===== src/odm_pkg.sv =====
// Constants for the output dependency matrix
package odm_pkg;
	localparam int ODM_NUM_OUT = 4;
	localparam int ODM_NUM_DET = 8;
	localparam int ODM_NUM_GPI = 4;
	localparam int ODM_MISC_W = 6;
	localparam logic [7:0] ODM_ADDR_OUT2_DET = 8'h0D;
	localparam logic [7:0] ODM_ADDR_OUT2_MISC = 8'h0E;
	localparam logic [7:0] ODM_ADDR_OUT3_DET = 8'h10;
	localparam logic [7:0] ODM_ADDR_OUT3_MISC = 8'h11;
	localparam logic [7:0] ODM_ADDR_OUT4_DET = 8'h13;
	localparam logic [7:0] ODM_ADDR_OUT4_MISC = 8'h14;
	localparam logic [7:0] ODM_ADDR_OUT5_DET = 8'h16;
	localparam logic [7:0] ODM_ADDR_OUT5_MISC = 8'h17;
	localparam int ODM_MISC_WD_BIT = 0;
	localparam int ODM_MISC_GPI_LSB = 1;
	localparam int ODM_MISC_MR_BIT = 5;
	localparam logic [7:0] ODM_DET_RESET = 8'h00;
	localparam logic [5:0] ODM_MISC_RESET = 6'h00;
	localparam logic [7:0] ODM_RDATA_UNMAPPED = 8'h00;
	localparam logic [4:0] ODM_SYNC_RESET = 5'h1F;
	localparam int ODM_OUT2 = 0;
	localparam int ODM_OUT3 = 1;
	localparam int ODM_OUT4 = 2;
	localparam int ODM_OUT5 = 3;
endpackage


===== src/odm_dep_if.sv =====
// Selection and condition bundle for one programmable output
`timescale 1ns/10ps
`default_nettype none
interface odm_dep_if;
	logic [odm_pkg::ODM_NUM_DET-1:0] det_sel;
	logic [odm_pkg::ODM_MISC_W-1:0] misc_sel;
	logic [odm_pkg::ODM_NUM_DET-1:0] uv_flag;
	logic wd_flag;
	logic [odm_pkg::ODM_NUM_GPI-1:0] gpi_flag;
	logic mr_low;
	logic req;
	modport ctl (
		output det_sel, misc_sel, uv_flag, wd_flag, gpi_flag, mr_low,
		input req
	);
	modport comb (
		input det_sel, misc_sel, uv_flag, wd_flag, gpi_flag, mr_low,
		output req
	);
endinterface
`default_nettype wire


===== src/odm_dep_combiner.sv =====
// OR of the selected assertion conditions of one output
`timescale 1ns/10ps
`default_nettype none
module odm_dep_combiner (
	odm_dep_if.comb dep
);
	logic uv_hit;
	logic misc_hit;
	always_comb begin
		// A cleared bit masks its condition out
		uv_hit = |(dep.det_sel & dep.uv_flag); // RL4 RL8 RL12 RL13
		misc_hit = (dep.misc_sel[odm_pkg::ODM_MISC_WD_BIT] & dep.wd_flag)
			| |(dep.misc_sel[odm_pkg::ODM_MISC_GPI_LSB +: odm_pkg::ODM_NUM_GPI]
			& dep.gpi_flag)
			| (dep.misc_sel[odm_pkg::ODM_MISC_MR_BIT] & dep.mr_low);
		// No selection means never asserted
		dep.req = uv_hit | misc_hit; // RL14
	end
endmodule
`default_nettype wire


===== src/odm_output_dependency_matrix.sv =====
// Dependency select registers and assertion requests, outputs 2 to 5
// What this block does
// RL1 - Output three follows selected detectors 1-8
// RL2 - Output three adds watchdog, logic inputs 1-4
// RL3 - Output three asserts while manual reset low
// RL4 - Output three ignores cleared selections
// RL5 - Output four follows selected detectors 1-8
// RL6 - Output four adds watchdog, logic inputs 1-4
// RL7 - Output four asserts while manual reset low
// RL8 - Output four ignores cleared selections
// RL9 - Output five follows selected detectors 1-8
// RL10 - Output five adds watchdog, logic inputs 1-4
// RL11 - Output five asserts while manual reset low
// RL12 - Output five ignores cleared selections
// RL13 - Output two ignores cleared selections
// RL14 - Request is OR of selections; none, never
`timescale 1ns/10ps
`default_nettype none
module odm_output_dependency_matrix (
	input wire logic i_clk_sys,
	input wire logic i_rst,
	input wire logic [7:0] i_reg_addr,
	input wire logic i_reg_wr_en,
	input wire logic [7:0] i_reg_wdata,
	output logic [7:0] o_reg_rdata,
	input wire logic [7:0] i_voltage_detector_uv,
	input wire logic i_watchdog_expiry,
	input wire logic [3:0] i_logic_input_n,
	input wire logic i_manual_reset_n,
	output logic o_prog_output_two_req,
	output logic o_prog_output_three_req,
	output logic o_prog_output_four_req,
	output logic o_prog_output_five_req
);
	localparam int NO = odm_pkg::ODM_NUM_OUT;
	localparam int MW = odm_pkg::ODM_MISC_W;

	// One write strobe per mapped offset
	logic wr_det2;
	logic wr_misc2;
	logic wr_det3;
	logic wr_misc3;
	logic wr_det4;
	logic wr_misc4;
	logic wr_det5;
	logic wr_misc5;

	// Selection registers, one group per output
	logic [7:0] det2_q;
	logic [7:0] det2_d;
	logic [MW-1:0] misc2_q;
	logic [MW-1:0] misc2_d;

	logic [7:0] det3_q;
	logic [7:0] det3_d;
	logic [MW-1:0] misc3_q;
	logic [MW-1:0] misc3_d;

	logic [7:0] det4_q;
	logic [7:0] det4_d;
	logic [MW-1:0] misc4_q;
	logic [MW-1:0] misc4_d;

	logic [7:0] det5_q;
	logic [7:0] det5_d;
	logic [MW-1:0] misc5_q;
	logic [MW-1:0] misc5_d;

	// Read data register
	logic [7:0] rdata_q;
	logic [7:0] rdata_d;
	// Pins cross in through two flops; bit 4 is manual reset
	logic [4:0] sync1_q;
	logic [4:0] sync1_d;
	logic [4:0] sync2_q;
	logic [4:0] sync2_d;

	// Assertion requests before and after the output flop
	logic [NO-1:0] req_q;
	logic [NO-1:0] req_d;
	logic [NO-1:0] req_raw;
	// Asserted-level pin conditions shared by every output
	logic [3:0] logic_input_low;
	logic manual_reset_low;

	// Holes in the map match no strobe, so those writes are lost
	always_comb begin
		wr_det2 = i_reg_wr_en && i_reg_addr == odm_pkg::ODM_ADDR_OUT2_DET;
		wr_misc2 = i_reg_wr_en && i_reg_addr == odm_pkg::ODM_ADDR_OUT2_MISC;
		wr_det3 = i_reg_wr_en && i_reg_addr == odm_pkg::ODM_ADDR_OUT3_DET;
		wr_misc3 = i_reg_wr_en && i_reg_addr == odm_pkg::ODM_ADDR_OUT3_MISC;
		wr_det4 = i_reg_wr_en && i_reg_addr == odm_pkg::ODM_ADDR_OUT4_DET;
		wr_misc4 = i_reg_wr_en && i_reg_addr == odm_pkg::ODM_ADDR_OUT4_MISC;
		wr_det5 = i_reg_wr_en && i_reg_addr == odm_pkg::ODM_ADDR_OUT5_DET;
		wr_misc5 = i_reg_wr_en && i_reg_addr == odm_pkg::ODM_ADDR_OUT5_MISC;
	end

	// Output two selects; bits 7:6 of a misc write are dropped
	always_comb begin
		det2_d = det2_q;
		misc2_d = misc2_q;
		if (wr_det2) begin
			det2_d = i_reg_wdata; // RL13
		end
		if (wr_misc2) begin
			misc2_d = i_reg_wdata[MW-1:0]; // RL13
		end
	end

	always_ff @(posedge i_clk_sys or posedge i_rst) begin
		if (i_rst) begin
			det2_q <= odm_pkg::ODM_DET_RESET;
			misc2_q <= odm_pkg::ODM_MISC_RESET;
		end else begin
			det2_q <= det2_d;
			misc2_q <= misc2_d;
		end
	end

	// Output three selects
	always_comb begin
		det3_d = det3_q;
		misc3_d = misc3_q;
		if (wr_det3) begin
			det3_d = i_reg_wdata; // RL1
		end
		if (wr_misc3) begin
			misc3_d = i_reg_wdata[MW-1:0]; // RL2 RL3
		end
	end

	always_ff @(posedge i_clk_sys or posedge i_rst) begin
		if (i_rst) begin
			det3_q <= odm_pkg::ODM_DET_RESET;
			misc3_q <= odm_pkg::ODM_MISC_RESET;
		end else begin
			det3_q <= det3_d;
			misc3_q <= misc3_d;
		end
	end

	// Output four selects
	always_comb begin
		det4_d = det4_q;
		misc4_d = misc4_q;
		if (wr_det4) begin
			det4_d = i_reg_wdata; // RL5
		end
		if (wr_misc4) begin
			misc4_d = i_reg_wdata[MW-1:0]; // RL6 RL7
		end
	end

	always_ff @(posedge i_clk_sys or posedge i_rst) begin
		if (i_rst) begin
			det4_q <= odm_pkg::ODM_DET_RESET;
			misc4_q <= odm_pkg::ODM_MISC_RESET;
		end else begin
			det4_q <= det4_d;
			misc4_q <= misc4_d;
		end
	end

	// Output five selects
	always_comb begin
		det5_d = det5_q;
		misc5_d = misc5_q;
		if (wr_det5) begin
			det5_d = i_reg_wdata; // RL9
		end
		if (wr_misc5) begin
			misc5_d = i_reg_wdata[MW-1:0]; // RL10 RL11
		end
	end

	always_ff @(posedge i_clk_sys or posedge i_rst) begin
		if (i_rst) begin
			det5_q <= odm_pkg::ODM_DET_RESET;
			misc5_q <= odm_pkg::ODM_MISC_RESET;
		end else begin
			det5_q <= det5_d;
			misc5_q <= misc5_d;
		end
	end

	// Readback one cycle after the address; unused bits read zero
	// Reads have no side effects, so any offset may be polled
	always_comb begin
		case (i_reg_addr)
			odm_pkg::ODM_ADDR_OUT2_DET: rdata_d = det2_q;
			odm_pkg::ODM_ADDR_OUT2_MISC: rdata_d = {2'h0, misc2_q};
			odm_pkg::ODM_ADDR_OUT3_DET: rdata_d = det3_q;
			odm_pkg::ODM_ADDR_OUT3_MISC: rdata_d = {2'h0, misc3_q};
			odm_pkg::ODM_ADDR_OUT4_DET: rdata_d = det4_q;
			odm_pkg::ODM_ADDR_OUT4_MISC: rdata_d = {2'h0, misc4_q};
			odm_pkg::ODM_ADDR_OUT5_DET: rdata_d = det5_q;
			odm_pkg::ODM_ADDR_OUT5_MISC: rdata_d = {2'h0, misc5_q};
			default: rdata_d = odm_pkg::ODM_RDATA_UNMAPPED;
		endcase
	end

	always_ff @(posedge i_clk_sys or posedge i_rst) begin
		if (i_rst) begin
			rdata_q <= odm_pkg::ODM_RDATA_UNMAPPED;
		end else begin
			rdata_q <= rdata_d;
		end
	end

	// Reset value keeps manual reset and logic inputs idle (high)
	always_comb begin
		sync1_d = {i_manual_reset_n, i_logic_input_n};
		sync2_d = sync1_q;
	end

	// Only the second stage is read; the first may be metastable
	always_ff @(posedge i_clk_sys or posedge i_rst) begin
		if (i_rst) begin
			sync1_q <= odm_pkg::ODM_SYNC_RESET;
			sync2_q <= odm_pkg::ODM_SYNC_RESET;
		end else begin
			sync1_q <= sync1_d;
			sync2_q <= sync2_d;
		end
	end

	// Pins are active low; invert once for all outputs
	assign logic_input_low = ~sync2_q[3:0];
	assign manual_reset_low = ~sync2_q[4];

	// Detector and watchdog flags are on this clock already
	// Output two
	odm_dep_if dep_two ();
	assign dep_two.det_sel = det2_q;
	assign dep_two.misc_sel = misc2_q;
	assign dep_two.uv_flag = i_voltage_detector_uv;
	assign dep_two.wd_flag = i_watchdog_expiry;
	assign dep_two.gpi_flag = logic_input_low;
	assign dep_two.mr_low = manual_reset_low;
	assign req_raw[odm_pkg::ODM_OUT2] = dep_two.req;
	odm_dep_combiner u_comb_two (
		.dep(dep_two)
	);

	// Output three
	odm_dep_if dep_three ();
	assign dep_three.det_sel = det3_q;
	assign dep_three.misc_sel = misc3_q;
	assign dep_three.uv_flag = i_voltage_detector_uv; // RL1
	assign dep_three.wd_flag = i_watchdog_expiry; // RL2
	assign dep_three.gpi_flag = logic_input_low; // RL2
	assign dep_three.mr_low = manual_reset_low; // RL3
	assign req_raw[odm_pkg::ODM_OUT3] = dep_three.req;
	odm_dep_combiner u_comb_three (
		.dep(dep_three)
	);

	// Output four
	odm_dep_if dep_four ();
	assign dep_four.det_sel = det4_q;
	assign dep_four.misc_sel = misc4_q;
	assign dep_four.uv_flag = i_voltage_detector_uv; // RL5
	assign dep_four.wd_flag = i_watchdog_expiry; // RL6
	assign dep_four.gpi_flag = logic_input_low; // RL6
	assign dep_four.mr_low = manual_reset_low; // RL7
	assign req_raw[odm_pkg::ODM_OUT4] = dep_four.req;
	odm_dep_combiner u_comb_four (
		.dep(dep_four)
	);

	// Output five
	odm_dep_if dep_five ();
	assign dep_five.det_sel = det5_q;
	assign dep_five.misc_sel = misc5_q;
	assign dep_five.uv_flag = i_voltage_detector_uv; // RL9
	assign dep_five.wd_flag = i_watchdog_expiry; // RL10
	assign dep_five.gpi_flag = logic_input_low; // RL10
	assign dep_five.mr_low = manual_reset_low; // RL11
	assign req_raw[odm_pkg::ODM_OUT5] = dep_five.req;
	odm_dep_combiner u_comb_five (
		.dep(dep_five)
	);

	always_comb begin
		req_d = req_raw; // RL14
	end

	// Registered so downstream delay logic sees glitch-free requests
	always_ff @(posedge i_clk_sys or posedge i_rst) begin
		if (i_rst) begin
			req_q <= '0;
		end else begin
			req_q <= req_d;
		end
	end

	assign o_reg_rdata = rdata_q;
	assign o_prog_output_two_req = req_q[odm_pkg::ODM_OUT2];
	assign o_prog_output_three_req = req_q[odm_pkg::ODM_OUT3];
	assign o_prog_output_four_req = req_q[odm_pkg::ODM_OUT4];
	assign o_prog_output_five_req = req_q[odm_pkg::ODM_OUT5];
endmodule
`default_nettype wire


===== config.mk =====
export PLATFORM = sky130hd
export DESIGN_NAME = odm_output_dependency_matrix
export DESIGN_NICKNAME = d
export VERILOG_FILES = /design/src/odm_pkg.sv /design/src/odm_dep_if.sv /design/src/odm_dep_combiner.sv /design/src/odm_output_dependency_matrix.sv
export SDC_FILE = /design/constraint.sdc
export NUM_CORES = 1
export LEC_CHECK = 0
export ABC_AREA = 1
export BUFFER_PORTS_ARGS = -buffer_cell sky130_fd_sc_hd__buf_2
export CAP_MARGIN = 20
export CORE_ASPECT_RATIO = 0.6
export CORE_MARGIN = 3
export CORE_UTILIZATION = 58
export DETAILED_ROUTE_END_ITERATION = 8
export PLACE_DENSITY_LB_ADDON = 0.25
export REMOVE_ABC_BUFFERS = 1
export SYNTH_ARGS = -nofsm -noshare
export SYNTH_HDL_FRONTEND = slang
export SYNTH_SLANG_ARGS = --single-unit
export TNS_END_PERCENT = 100

===== constraint.sdc =====
create_clock -name i_clk_sys -period 3.5 [get_ports i_clk_sys]
set_clock_uncertainty 0.15 [all_clocks]
set_input_delay 1.05 -clock i_clk_sys [delete_from_list [all_inputs] [get_ports i_clk_sys]]
set_output_delay 1.05 -clock i_clk_sys [all_outputs]
set_load 0.01 [all_outputs]

==> reports/results.tsv <==
metric	value	unit
synth.area.top_cells	dfrtp_1, nand2_1, nand3_1, dfstp_2, o21ai_0	
insertion_delay	0.34	ns
die_y	70.2	um
layout_commonest_cell	nand2_1	
p_leak	0.00243	uW
p_total	2180	uW
stdcell_area	4570	sq um
core.rowCount	22	
die_w	113	um
drtIter0Drc	510	
ys_ff_latch	78	
detail-route-antenna-nets	0	
fin_crit	2.26	ns
grtUsageTotal	29.4	%
p_int	1660	uW
h-tree-depth	3	
routedWlPerCell	17.8	um
rsz0062_at_grt	no	
clock_power_share	45.8	%
cts_tree	yes	
grt_pass1_wl	17700	um
grt-ovfl-total	0	
pwr-share-comb	9.0	%
drv_slew	0	
postPlaceCellArea	4250	sq um
cts-buffers-inserted	9	
portBuffers	44	
worst-path-max-fanout	30	
syn_avg_cell_area	8.12	sq um
start_util	62.5	%
finalCritPeriodShare	64.5	%
wl	11100	um
crit_required	3.61	ns
cts_setup_buffers	0	
maxCapViolCount	0	
dpl.hpwl	8130	um
antenna_found_initial	0	
synth.distinct_cells	27	
clock_path_buffers	2	
num_vias	3591	
finalSetupViolations	0	
drtPass1Iterations	6	
core_area	6390	sq um
crit_arrival	2.37	ns
drc	0	
power_density	477	nW/um^2
setup-tns-final	0	ns
drive_above_1_share	22.3	%
p_sw	526	uW
antenna_cells	0	
fin_nets	565	
io_pins	45	
seqPwrFrac	45.2	%
clkSinkCount	78	
status	finished clean	
hold_path.class	reg -> reg	
yosys_warnings	0	
synth_top_area_cell	dfrtp_1	
viasPerCell	5.78	
cts_resized	0	
syn_area	3990	sq um
clock-root-buffer	clkbuf_16	
post-synth-top-area-fraction	42.7	%
synthCells	491	
endpoint_kind	flip-flop	
cts_hold_buf	0	
cp-start-kind	input pin	
grt_max_degree	42	
synth-seq-area-share	49.2	%
peakVddDrop	0.422	mV
layout_common_cells	nand2_1, dfrtp_1, nand3_1, buf_2, o21ai_0	
area.growth.synth_to_final	14.6	%
slew_headroom	49.1	%
critPathKind	in -> reg	
clkTransAtPathRegs	0.06	ns
die_area	7940	sq um
gp_congestion	0.988	
switching_share	24.1	%
fmax	443	MHz
grt_pass1_vias	3350	
tightest_slew	0.762	ns
hold_violations	0	
flip-flops by register name, indices dropped and copies added, names as in the netlist, 6 cells and up:
name and count:
dep_two.det_sel 8, o_reg_rdata 8, dep_five.det_sel 8, dep_two.misc_sel 6
dep_three.det_sel 8, dep_four.misc_sel 6, dep_four.det_sel 8, dep_three.misc_sel 6
dep_five.misc_sel 6
cell families after synthesis:
group,count (synthesis),synth area share [%]
buffers and inverters,56,6.56
AND/OR/NAND/NOR,290,34.8
AO/OA/AOI/OAI,67,9.44
flip-flops,78,49.2
path summary, 6_finish.rpt:
kind	depth (start not counted)	endpoint	startpoint	slack, ns
worst max-delay path	9	dep_five.det_sel[2]	i_reg_addr[5]	1.24
worst min-delay path	0	sync2_q[4]	sync1_q[4]	0.20
worst max register to register	5	req_q[3]	sync2_q[4]	2.13
worst min register to register	0	sync2_q[4]	sync1_q[4]	0.20
max in group asynchronous	3	dep_three.det_sel[6]	i_rst	2.00
min in group asynchronous	2	dep_two.misc_sel[5]	i_rst	0.57
power groups by stage:
stage                     clock network, uW  registers, uW  logic [uW]
after CTS                              1010            985         194
after detailed placement                  0           1000         193
final                                   998            987         196
after floorplan                           0            993         106
after global routing                   1060            991         215
after global placement                    0            999         188
area by class of cell:
type	instances	area (sq um)
flip-flops and latches	78	1960
fillers	520	1820
multi-input cells	357	1760
repair buffers	49	283
clock buffers	12	246
inverters	37	139
well taps	84	105
clock inverters	4	70.1
cell usage after synthesis, drive strengths merged:
library cell / count
a22o: 2
nor3b: 1
nand3: 62
dfstp: 10
nand4: 7
buf: 16
o21ai: 61
a21oi: 1
nor3: 1
nand3b: 2
nor2: 35
inv: 37
clkbuf: 3
o22ai: 3
nand2: 182
dfrtp: 68
critical path, cell delays in order:
cell	delay [ns]
buf_2	0.10
inv_2	0.04
nand2_1	0.08
nor2_4	0.37
buf_12	0.24
nand2_4	0.09
nor2_4	0.22
nand2_1	0.09
o21ai_1	0.08
per-layer routing:
layer / routed length, um / track usage, % / vias up / share of wire (%)
met5: 0 / 0 / - / 0
met4: 175 / 8.80 / 0 / 1.6
met3: 1410 / 9.18 / 19 / 13
met2: 4700 / 40.6 / 213 / 43
met1: 4770 / 44.2 / 1688 / 43
li1: - / - / 1671 / -
metrics by stage:
step                      cells  hold slack [ns]  worst slack [ns]  utilization, %
after floorplan             472            0.195             0.322               -
after global placement      605            0.196             0.975            66.6
after detailed placement    605            0.197             0.914            66.6
after CTS                   621            0.202              1.27            71.6
after global routing        621            0.210              1.12            71.6
final                       621            0.199              1.24            71.6
(Power assumes the default switching activity.)
